## src/core/spr_pkg.sv

```systemverilog
/*
  Constants and carrier types for the synthesizer profile register bank:
  serial and parallel addresses, reset values, field widths and the packed
  structs that hold the buffered and the active register sets.
  Assumes nothing beyond a SystemVerilog elaborator.
*/
`default_nettype none
package spr_pkg;
  // Profile count served by two select inputs
  localparam int unsigned SPR_NUM_PROFILES = 4;
  localparam int unsigned SPR_SEL_W        = 2;
  localparam int unsigned SPR_POW_W        = 14;

  // Serial register addresses
  localparam logic [5:0] SPR_SER_CFR       = 6'h00;
  localparam logic [5:0] SPR_SER_STEP      = 6'h01;
  localparam logic [5:0] SPR_SER_RAMP      = 6'h02;
  localparam logic [5:0] SPR_SER_PROF_BASE = 6'h03;  // Tuning word, profile 0
  localparam logic [5:0] SPR_SER_PROF_LAST = 6'h0a;  // Phase word, profile 3

  // Parallel byte addresses
  localparam logic [5:0] SPR_PAR_CFR_LAST  = 6'h03;
  localparam logic [5:0] SPR_PAR_STEP_LAST = 6'h07;
  localparam logic [5:0] SPR_PAR_RAMP_LO   = 6'h08;
  localparam logic [5:0] SPR_PAR_RAMP_HI   = 6'h09;
  localparam logic [5:0] SPR_PAR_PROF_BASE = 6'h0a;  // Tuning word byte 0, profile 0
  localparam logic [5:0] SPR_PAR_PROF_LAST = 6'h21;  // Phase word high byte, profile 3
  localparam logic [5:0] SPR_PROF_BYTES    = 6'h06;  // Bytes per profile group

  // Byte offsets inside one profile group
  localparam logic [2:0] SPR_OFF_POW_LO    = 3'h4;
  localparam logic [2:0] SPR_OFF_POW_HI    = 3'h5;

  // Reset values
  localparam logic [31:0] SPR_CFR_RESET    = 32'h0000_0018;
  localparam logic [31:0] SPR_WORD_RESET   = 32'h0000_0000;

  // One profile group
  typedef struct packed {
    logic [31:0]          tuning_word;
    logic [SPR_POW_W-1:0] phase_offset;
  } spr_profile_t;

  // Whole buffered register set
  typedef struct packed {
    logic [31:0]                              control_function;
    logic [31:0]                              sweep_step_word;
    logic [15:0]                              sweep_ramp_rate;
    spr_profile_t [SPR_NUM_PROFILES-1:0]      prof;
  } spr_bank_t;

  // Values the synthesizer core runs on
  typedef struct packed {
    logic [31:0]          control_function;
    logic [31:0]          sweep_step_word;
    logic [15:0]          sweep_ramp_rate;
    logic [31:0]          tuning_word;
    logic [SPR_POW_W-1:0] phase_offset;
  } spr_core_t;
endpackage : spr_pkg
`default_nettype wire

```

## src/core/spr_change_detect.sv

```systemverilog
/*
  Change detector: one-cycle pulse whenever a group of level inputs differs
  from its value on the previous edge.
  Assumes inputs synchronous to clk_in; no pulse on the first edge after reset.
*/
`default_nettype none
module spr_change_detect #(
  parameter int unsigned W = 3               // Width of watched group
) (
  input  wire logic         clk_in,          // System clock
  input  wire logic         sys_rst_in,      // Synchronous reset, active high
  input  wire logic [W-1:0] val_in,          // Levels to watch
  output logic              changed_out      // Pulse on any change
);
  // Refuse an empty group
  if (W < 1) begin : g_chk
    $error("spr_change_detect: W must be at least 1");
  end

  typedef struct packed {
    logic [W-1:0] prev;    // Value seen on the last edge
    logic         primed;  // Prev holds a real sample
  } spr_cd_state_t;

  spr_cd_state_t st;       // Registered state
  spr_cd_state_t next_st;  // Next state

  // Sample the group; primed keeps a level present at reset from pulsing
  always_comb begin
    next_st        = st;
    next_st.prev   = val_in;
    next_st.primed = 1'b1;
  end

  // State register
  always_ff @(posedge clk_in) begin
    if (sys_rst_in) begin
      st <= '0;
    end else begin
      st <= next_st;
    end
  end

  assign changed_out = st.primed && (val_in != st.prev);
endmodule : spr_change_detect
`default_nettype wire

```

## src/core/spr_register_bank.sv

```systemverilog
/*
  Profile register bank of a direct digital synthesizer: buffered registers
  written byte-wise over the parallel port or word-wise over the serial port,
  read back on both, and copied into the active core set on update.
  Assumes both ports have already been deserialised to single-cycle strobes
  synchronous to clk_in, and that the host uses one port at a time.
*/
// What this block does
// - Registers decoded by serial word and parallel byte
// - Profile-0 tuning word, bytes 0x0A-0x0D, resets zero
// - Profile-1 tuning word, bytes 0x10-0x13, high last
// - Profile-0 phase word, 14 bits, bytes 0x0E-0x0F
// - Ramp rate 16 bits, bytes 0x08-0x09, shared
// - Profile selects pick group for reads, address is offset; writes take the group from the address
// - Update strobe toggle or select change loads core
// - Lowest parallel byte carries bits 7:0
`default_nettype none
module spr_register_bank
  import spr_pkg::*;
(
  input  wire logic        clk_in,                 // System clock, 100 MHz
  input  wire logic        sys_rst_in,             // Synchronous reset, active high
  input  wire logic [5:0]  par_addr_in,            // Parallel byte address
  input  wire logic        par_wr_in,              // Parallel write strobe
  input  wire logic [7:0]  par_wr_data_in,         // Parallel write byte
  input  wire logic        par_rd_in,              // Parallel read strobe
  output logic [7:0]       par_rd_data_out,        // Parallel read byte
  output logic             par_data_oe_n_out,      // Low while data pins driven
  input  wire logic [5:0]  ser_addr_in,            // Serial register address
  input  wire logic        ser_wr_in,              // Serial word write strobe
  input  wire logic [31:0] ser_wr_data_in,         // Serial word, low bits used
  input  wire logic        ser_rd_in,              // Serial read strobe
  output logic [31:0]      ser_rd_data_out,        // Serial read word
  output logic             ser_rd_valid_out,       // Read word fresh this cycle
  input  wire logic        frequency_update_strobe_in,
  input  wire logic        profile_select_low_in,
  input  wire logic        profile_select_high_in,
  output spr_core_t        core_out                // Active core values
);
  typedef struct packed {
    spr_bank_t   buffer;       // Host-visible buffered set
    spr_core_t   core;         // Set the core runs on
    logic [7:0]  par_rd_data;  // Held parallel read byte
    logic        par_drive;    // Parallel data pins driven
    logic [31:0] ser_rd_data;  // Held serial read word
    logic        ser_rd_valid; // Serial read answered
  } spr_state_t;

  spr_state_t                st;        // Registered state
  spr_state_t                next_st;   // Next state
  logic [SPR_SEL_W-1:0]      sel_now;   // Current profile select
  logic                      upd_pulse; // Load the core this edge
  logic [5:0]                par_rel;   // Offset into profile area
  logic [SPR_SEL_W-1:0]      par_prof;  // Profile named by parallel address
  logic [2:0]                par_off;   // Byte inside that profile
  logic [5:0]                ser_rel;   // Offset into serial profile area
  logic [SPR_SEL_W-1:0]      ser_prof;  // Profile named by serial address
  logic                      par_in_prof;
  logic                      ser_in_prof;
  logic [7:0]                par_byte;  // Parallel read mux
  logic [31:0]               ser_word;  // Serial read mux
  spr_profile_t              sel_prof;  // Buffered group picked by selects

  assign sel_now  = {profile_select_high_in, profile_select_low_in};
  assign sel_prof = st.buffer.prof[sel_now];

  // Strobe level toggle or any select change raises the load pulse
  spr_change_detect #(
    .W (3)
  ) u_update (
    .clk_in      (clk_in),
    .sys_rst_in  (sys_rst_in),
    .val_in      ({frequency_update_strobe_in, sel_now}),
    .changed_out (upd_pulse)
  );

  // Address split for the profile areas of both ports
  always_comb begin
    par_rel     = 6'(par_addr_in - SPR_PAR_PROF_BASE);
    par_prof    = SPR_SEL_W'(par_rel / SPR_PROF_BYTES);
    par_off     = 3'(par_rel % SPR_PROF_BYTES);
    ser_rel     = 6'(ser_addr_in - SPR_SER_PROF_BASE);
    ser_prof    = SPR_SEL_W'(ser_rel >> 1);
    par_in_prof = (par_addr_in >= SPR_PAR_PROF_BASE) && (par_addr_in <= SPR_PAR_PROF_LAST);
    ser_in_prof = (ser_addr_in >= SPR_SER_PROF_BASE) && (ser_addr_in <= SPR_SER_PROF_LAST);
  end

  // Parallel readback; profile area follows the selects, address is offset
  always_comb begin
    par_byte = 8'h00;                                        // Unmapped reads zero
    if (par_addr_in <= SPR_PAR_CFR_LAST) begin
      par_byte = st.buffer.control_function[8*par_addr_in[1:0] +: 8];
    end else if (par_addr_in <= SPR_PAR_STEP_LAST) begin
      par_byte = st.buffer.sweep_step_word[8*par_addr_in[1:0] +: 8];
    end else if (par_addr_in == SPR_PAR_RAMP_LO) begin
      par_byte = st.buffer.sweep_ramp_rate[7:0];
    end else if (par_addr_in == SPR_PAR_RAMP_HI) begin
      par_byte = st.buffer.sweep_ramp_rate[15:8];
    end else if (par_in_prof) begin
      if (par_off == SPR_OFF_POW_LO) begin
        par_byte = sel_prof.phase_offset[7:0];
      end else if (par_off == SPR_OFF_POW_HI) begin
        par_byte = {2'b00, sel_prof.phase_offset[13:8]};     // Top bits unused
      end else begin
        par_byte = sel_prof.tuning_word[8*par_off[1:0] +: 8];
      end
    end
  end

  // Serial readback of whole registers, low bits justified
  always_comb begin
    ser_word = 32'h0000_0000;                                // Unmapped reads zero
    unique case (ser_addr_in)
      SPR_SER_CFR:  ser_word = st.buffer.control_function;
      SPR_SER_STEP: ser_word = st.buffer.sweep_step_word;
      SPR_SER_RAMP: ser_word = {16'h0000, st.buffer.sweep_ramp_rate};
      default: begin
        if (ser_in_prof && ser_rel[0]) begin
          ser_word = {18'h00000, sel_prof.phase_offset};
        end else if (ser_in_prof) begin
          ser_word = sel_prof.tuning_word;
        end
      end
    endcase
  end

  // Next state: serial write, then parallel write, reads, core load
  always_comb begin
    next_st              = st;
    next_st.ser_rd_valid = 1'b0;
    // Serial writes reach the whole register at once
    if (ser_wr_in) begin
      unique case (ser_addr_in)
        SPR_SER_CFR:  next_st.buffer.control_function = ser_wr_data_in;
        SPR_SER_STEP: next_st.buffer.sweep_step_word  = ser_wr_data_in;
        SPR_SER_RAMP: next_st.buffer.sweep_ramp_rate  = ser_wr_data_in[15:0];
        default: begin
          if (ser_in_prof && ser_rel[0]) begin
            next_st.buffer.prof[ser_prof].phase_offset = ser_wr_data_in[13:0];
          end else if (ser_in_prof) begin
            next_st.buffer.prof[ser_prof].tuning_word = ser_wr_data_in;
          end
        end
      endcase
    end
    // Parallel writes reach one byte; applied last so it wins a collision
    if (par_wr_in) begin
      if (par_addr_in <= SPR_PAR_CFR_LAST) begin
        next_st.buffer.control_function[8*par_addr_in[1:0] +: 8] = par_wr_data_in;
      end else if (par_addr_in <= SPR_PAR_STEP_LAST) begin
        next_st.buffer.sweep_step_word[8*par_addr_in[1:0] +: 8] = par_wr_data_in;
      end else if (par_addr_in == SPR_PAR_RAMP_LO) begin
        next_st.buffer.sweep_ramp_rate[7:0] = par_wr_data_in;
      end else if (par_addr_in == SPR_PAR_RAMP_HI) begin
        next_st.buffer.sweep_ramp_rate[15:8] = par_wr_data_in;
      end else if (par_in_prof) begin
        if (par_off == SPR_OFF_POW_LO) begin
          next_st.buffer.prof[par_prof].phase_offset[7:0] = par_wr_data_in;
        end else if (par_off == SPR_OFF_POW_HI) begin
          next_st.buffer.prof[par_prof].phase_offset[13:8] = par_wr_data_in[5:0];
        end else begin
          // Lowest address carries bits 7:0
          next_st.buffer.prof[par_prof].tuning_word[8*par_off[1:0] +: 8] =
            par_wr_data_in;
        end
      end
    end
    // Reads are answered one edge later and held until the next read
    if (par_rd_in) begin
      next_st.par_rd_data = par_byte;
    end
    next_st.par_drive = par_rd_in;
    if (ser_rd_in) begin
      next_st.ser_rd_data  = ser_word;
      next_st.ser_rd_valid = 1'b1;
    end
    // Core sees the buffer as it stood before any same-edge write
    if (upd_pulse) begin
      next_st.core.control_function = st.buffer.control_function;
      next_st.core.sweep_step_word  = st.buffer.sweep_step_word;
      next_st.core.sweep_ramp_rate  = st.buffer.sweep_ramp_rate;
      next_st.core.tuning_word      = sel_prof.tuning_word;
      next_st.core.phase_offset     = sel_prof.phase_offset;
    end
  end

  // State register; core and buffer share reset values
  always_ff @(posedge clk_in) begin
    if (sys_rst_in) begin
      st                                <= '0;
      st.buffer.control_function        <= SPR_CFR_RESET;
      st.core.control_function          <= SPR_CFR_RESET;
      st.buffer.prof[0].tuning_word     <= SPR_WORD_RESET;
    end else begin
      st <= next_st;
    end
  end

  assign par_rd_data_out   = st.par_rd_data;
  assign par_data_oe_n_out = ~st.par_drive;
  assign ser_rd_data_out   = st.ser_rd_data;
  assign ser_rd_valid_out  = st.ser_rd_valid;
  assign core_out          = st.core;

  // Checks
  a_cfr_reset_value: assert property (@(posedge clk_in)
    $past(sys_rst_in) |->
      st.buffer.control_function == SPR_CFR_RESET && core_out.control_function == SPR_CFR_RESET)
    else $error("control function not 0x18 after reset");

  a_tuning_word_profile0_low_byte: assert property (@(posedge clk_in) disable iff (sys_rst_in)
    par_wr_in && par_addr_in == 6'h0a |=>
      st.buffer.prof[0].tuning_word[7:0] == $past(par_wr_data_in))
    else $error("byte 0x0a did not land in tuning word 0 bits 7:0");

  a_tuning_word_profile1_high_byte: assert property (@(posedge clk_in) disable iff (sys_rst_in)
    par_wr_in && par_addr_in == 6'h13 |=>
      st.buffer.prof[1].tuning_word[31:24] == $past(par_wr_data_in))
    else $error("byte 0x13 did not land in tuning word 1 bits 31:24");

  a_pow_top_zero: assert property (@(posedge clk_in) disable iff (sys_rst_in)
    par_rd_in && par_addr_in == 6'h0f |=> par_rd_data_out[7:6] == 2'b00 && !par_data_oe_n_out)
    else $error("phase word high byte unused bits not zero");

  a_ramp_serial_write: assert property (@(posedge clk_in) disable iff (sys_rst_in)
    ser_wr_in && ser_addr_in == 6'h02 && !par_wr_in |=>
      st.buffer.sweep_ramp_rate == $past(ser_wr_data_in[15:0]))
    else $error("serial ramp rate write lost");

  a_ser_read_offset: assert property (@(posedge clk_in) disable iff (sys_rst_in)
    ser_rd_in && ser_addr_in == 6'h03 |=>
      ser_rd_valid_out && ser_rd_data_out ==
        $past(st.buffer.prof[{profile_select_high_in, profile_select_low_in}].tuning_word))
    else $error("serial read ignored profile selects");

  a_core_holds: assert property (@(posedge clk_in) disable iff (sys_rst_in)
    !upd_pulse |=> $stable(core_out))
    else $error("core changed without update");

  a_core_loads: assert property (@(posedge clk_in) disable iff (sys_rst_in)
    $changed(frequency_update_strobe_in) && !$past(sys_rst_in) |=>
      core_out.tuning_word == $past(sel_prof.tuning_word)
      && core_out.control_function == $past(st.buffer.control_function))
    else $error("update toggle did not load core");
endmodule : spr_register_bank
`default_nettype wire

```

## config.mk

```make
export PLATFORM = sky130hd
export DESIGN_NAME = spr_register_bank
export DESIGN_NICKNAME = d
export VERILOG_FILES = /design/src/core/spr_pkg.sv /design/src/core/spr_change_detect.sv /design/src/core/spr_register_bank.sv
export SDC_FILE = /design/constraint.sdc
export NUM_CORES = 1
export LEC_CHECK = 0
export BUFFER_PORTS_ARGS = -buffer_cell sky130_fd_sc_hd__buf_2
export CAP_MARGIN = 40
export CORE_MARGIN = 2
export CORE_UTILIZATION = 54
export CTS_BUF_LIST = sky130_fd_sc_hd__clkbuf_16
export DETAILED_ROUTE_END_ITERATION = 10
export PLACE_DENSITY_LB_ADDON = 0.15
export SLEW_MARGIN = 20
export SYNTH_ARGS = -nofsm -noshare
export SYNTH_HDL_FRONTEND = slang
export SYNTH_HIERARCHICAL = 1
export SYNTH_SLANG_ARGS = --single-unit
```

## constraint.sdc

```tcl
create_clock -name clk_in -period 4.45 [get_ports clk_in]
set_input_delay 0.2225 -clock clk_in [delete_from_list [all_inputs] [get_ports clk_in]]
set_output_delay 0.2225 -clock clk_in [all_outputs]
set_load 0.005 [all_outputs]
```

==> impl_metrics.env <==
export IMPL_post_cts_repair_setup_buffers=0
export IMPL_grt_setup_unrepaired="no"
export IMPL_critical_path_arrival_ns=4.44
export IMPL_final_hold_viol_count=0
export IMPL_worstPathRequired_ns=4.96
export IMPL_grt_start_max_net_pins=178
export IMPL_die_width_um=213.3
export IMPL_start_util=0.5481
export IMPL_final_setup_viol_count=0
export IMPL_yosysUniqueCellTypes=74
export IMPL_gr_usage_all_layers=0.3548
export IMPL_final_period_minus_worst_setup_slack_ns=3.937
export IMPL_max_vdd_ir_drop_uv=274.8
export IMPL_fmax_mhz=254.0
export IMPL_cts_buffers_inserted=47
export IMPL_cp_class="input port to flop"
export IMPL_number_of_global_route_vias_before_repair=18630
export IMPL_cts_tree="done"
export IMPL_fraction_of_synthesis_flops_using_an_asynchronous_set_or_reset_pin=0
export IMPL_first_drt_iteration_drcs=2126
export IMPL_postSynthRegisterBits=436
export IMPL_max_clock_path_buffers=3
export IMPL_drc=0
export IMPL_cts_root_buffer="clkbuf_16"
export IMPL_final_ant_viol_nets=0
export IMPL_synth_largest_type_area_fraction=0.3689
export IMPL_synth_largest_area_cell="dfxtp_1"
export IMPL_worstSetupStartpointType="input port"
export IMPL_worst_clock_skew_ns=0.01814
export IMPL_layout_cells_non_filler=3132
export IMPL_timing_slew_headroom=0.3158
export IMPL_cap_viol_max_count=0
export IMPL_place_gp_congestion=1.003
export IMPL_nFillCells=3848
export IMPL_clkLatencyLatePin_ns=0.60
export IMPL_via_count=19910
export IMPL_synth_top_cells_by_area="dfxtp_1 (37%), mux2i_1 (10%), nor2_1 (7.3%)"
export IMPL_ys_warnings_count=6
export IMPL_h_tree_lvl_count=2
export IMPL_core_region_area_mm2=0.04317
export IMPL_grt_first_pass_wirelength_um=120200
export IMPL_path_clk_slew_ns=0.06
export IMPL_worst_path_buf_inv=4
export IMPL_synth_edf_count=0
export IMPL_die_height_um=213.3
export IMPL_p_total_w=0.008872
export IMPL_buffer_ports_inserted=228
export IMPL_place_detailed_instances=3028
export IMPL_io_pins=229
export IMPL_finalSetupTns_ns=0
export IMPL_layout_nets=2590
export IMPL_setup_worst_path_end_class="flop"
export IMPL_detail_route_vias_per_cell=6.358
export IMPL_worstPathMaxFanout=26
export IMPL_cell_pwr_density_mw_per_mm2=349.4
export IMPL_peak_per_stage_delay_on_the_critical_path_ns=0.69
export IMPL_drive_gt1_frac=0.2373
export IMPL_synth_flop_cell="dfxtp_1"
export IMPL_netlist_instances=2558
export IMPL_routedWlPerCell_um=26.27
export IMPL_synth_seq_area_share=0.3689
export IMPL_dr_pass1_iters=7
export IMPL_crit_path_cell_trace="buf_2, inv_1, ha_1, inv_1, a211o_1, a31o_2, nor4_2, a211oi_2, nand2_2, inv_2, ha_1, or2_2, and4_4, nor3_4, nor2_1, a211oi_2"
export IMPL_syn_avg_cell_area_um2=9.249
export IMPL_power_leakage_nw=10.29
export IMPL_syn_cell_area_mm2=0.02366
export IMPL_finish_instance_area_mm2=0.02539
export IMPL_dp_final_hpwl_um=56870
export IMPL_global_route_overflow_total=0
export IMPL_synthesis_nets=2639
export IMPL_area_growth_synth_to_final_pct=7.309
export IMPL_maxSlewViolCount=0
export IMPL_die_area_mm2=0.04551
export IMPL_worst_path_max_delay_cell="nor3_4"
export IMPL_routed_wl_um=82270
export IMPL_dpl_cell_area_mm2=0.02372
export IMPL_path_type_of_the_worst_min_delay_path="input port to flop"
export IMPL_antenna_found_initial=5
export IMPL_worst_pin_slew_ns=1.026
export IMPL_finalCritPeriodShare=0.8848
export IMPL_critical_path_s_top_delay_family="simple AND/OR/NAND/NOR gates"
export IMPL_num_rows=76
export IMPL_outcome="completed"
export IMPL_cts_sink_count=436
-- metal layers --
metal | up-vias | track usage | share of wire
li1 | 8903 | - | -
met5 | - | 0 | 0.00029
met1 | 9675 | 0.4754 | 0.41
met2 | 1106 | 0.5458 | 0.44
met3 | 224 | 0.07825 | 0.099
met4 | 4 | 0.1669 | 0.050
-- cell type report --
class                           count  area (um2)  share of cell area
Antenna cell                        2       5.005           0.0001971
Clock buffer                       47        1176             0.04632
Clock inverter                     38       305.3             0.01202
Inverter                           13       48.80            0.001922
Multi-Input combinational cell   1718       12650              0.4984
Sequential cell                   436        8728              0.3438
Tap cell                          585       732.0             0.02883
Timing Repair Buffer              293        1739             0.06850
-- worst reg2reg max path: stages (launching register included) --
cell       delay (ns)
dfxtp_1          0.42
mux4_2           0.52
o22ai_1          0.15
or2_2            0.19
o22a_1           0.23
nand2_1          0.08
a2111oi_0        0.55
a211oi_1         0.09
-- power breakdown --
| group | internal, W | leakage, nW | switching (W) |
|---|---|---|---|
| clock network | 0.00221 | 0.735 | 0.00165 |
| registers | 0.00397 | 3.52 | 0.0000516 |
| logic | 0.000322 | 6.03 | 0.000677 |
-- synth_stat cells (14+ instances only) --
master,number
a211oi_1,119
a211oi_2,41
a21oi_1,49
a222oi_1,14
a22oi_1,20
a2bb2oi_1,24
a311oi_1,73
and3_1,21
buf_1,19
buf_2,14
buf_4,175
clkbuf_1,172
dfxtp_1,436
ha_1,20
mux2_2,111
mux2i_1,243
mux4_2,64
nand2_1,210
nand3_1,35
nor2_1,463
nor2b_1,29
o211ai_1,17
o21ai_0,22
-- logic make-up (layout without fill, tap and decap cells) --
| group | after synthesis | count (layout) | share of synthesized area |
|---|---|---|---|
| compound gates | 434 | 434 | 0.1478 |
| xor+xnor | 6 | 6 | 0.002221 |
| fa+ha+maj | 20 | 20 | 0.01058 |
| buf+inv | 404 | 391 | 0.09662 |
| flops | 436 | 436 | 0.3689 |
| mux | 418 | 418 | 0.2166 |
| other cells | 0 | 2 | 0 |
| simple gates | 840 | 840 | 0.1573 |
-- worst paths after layout --
kind | end | cells after the start | startpoint | slack (ns)
worst max-delay path | st[303] | 16 | par_addr_in[2] | 0.51
worst min-delay path | st[419] | 3 | ser_wr_data_in[19] | 0.05
worst max register to register | par_rd_data_out[1] | 7 | st[393] | 2.08
worst min register to register | core_out[35] | 2 | core_out[35] | 0.49
-- placed cells by master (no fill, tap or decap), types with 11 or more instances in the layout --
| cell type | n |
|---|---|
| buf_2 | 226 |
| clkbuf_16 | 47 |
| o211ai_1 | 17 |
| nor3_4 | 12 |
| a211oi_2 | 41 |
| dfxtp_1 | 436 |
| mux2i_1 | 243 |
| a22oi_1 | 20 |
| a222oi_1 | 14 |
| nor2b_1 | 29 |
| mux4_2 | 64 |
| buf_4 | 46 |
| a311oi_1 | 73 |
| o22a_1 | 13 |
| ha_1 | 20 |
| nand2_1 | 210 |
| nor3_2 | 11 |
| inv_1 | 13 |
| and3_1 | 21 |
| nand3_1 | 35 |
| o22ai_1 | 12 |
| nor2_1 | 463 |
| o21ai_0 | 22 |
| mux2_2 | 111 |
| a2bb2oi_1 | 24 |
| a211oi_1 | 119 |
| dlygate4sd3_1 | 16 |
| clkinv_1 | 19 |
| a21oi_1 | 49 |
| nor3_1 | 11 |
-- through the flow --
step	setup slack [ns]	hold slack (ns)	utilization
2_1_floorplan	0.1073	0.2790	-
3_3_place_gp	0.1958	0.4660	0.5493
3_5_place_dp	0.01198	0.4722	0.5493
4_1_cts	0.5860	0.01603	0.5874
5_1_grt	0.2601	0.02816	0.5880
6_report	0.5126	0.04703	0.5881
-- state kept, by name (all words and copies together), names as in the netlist --
register	count
u_update/st	4
par_rd_data_out	8
st	265
core_out	126
ser_rd_valid_out	1
ser_rd_data_out	32
-- what timing repair did --
item,in CTS,in global routing
gates resized for setup,0,0
endpoints found under the hold margin,29,0
hold buffers,16,0
Power figures use the tool's default switching activity.
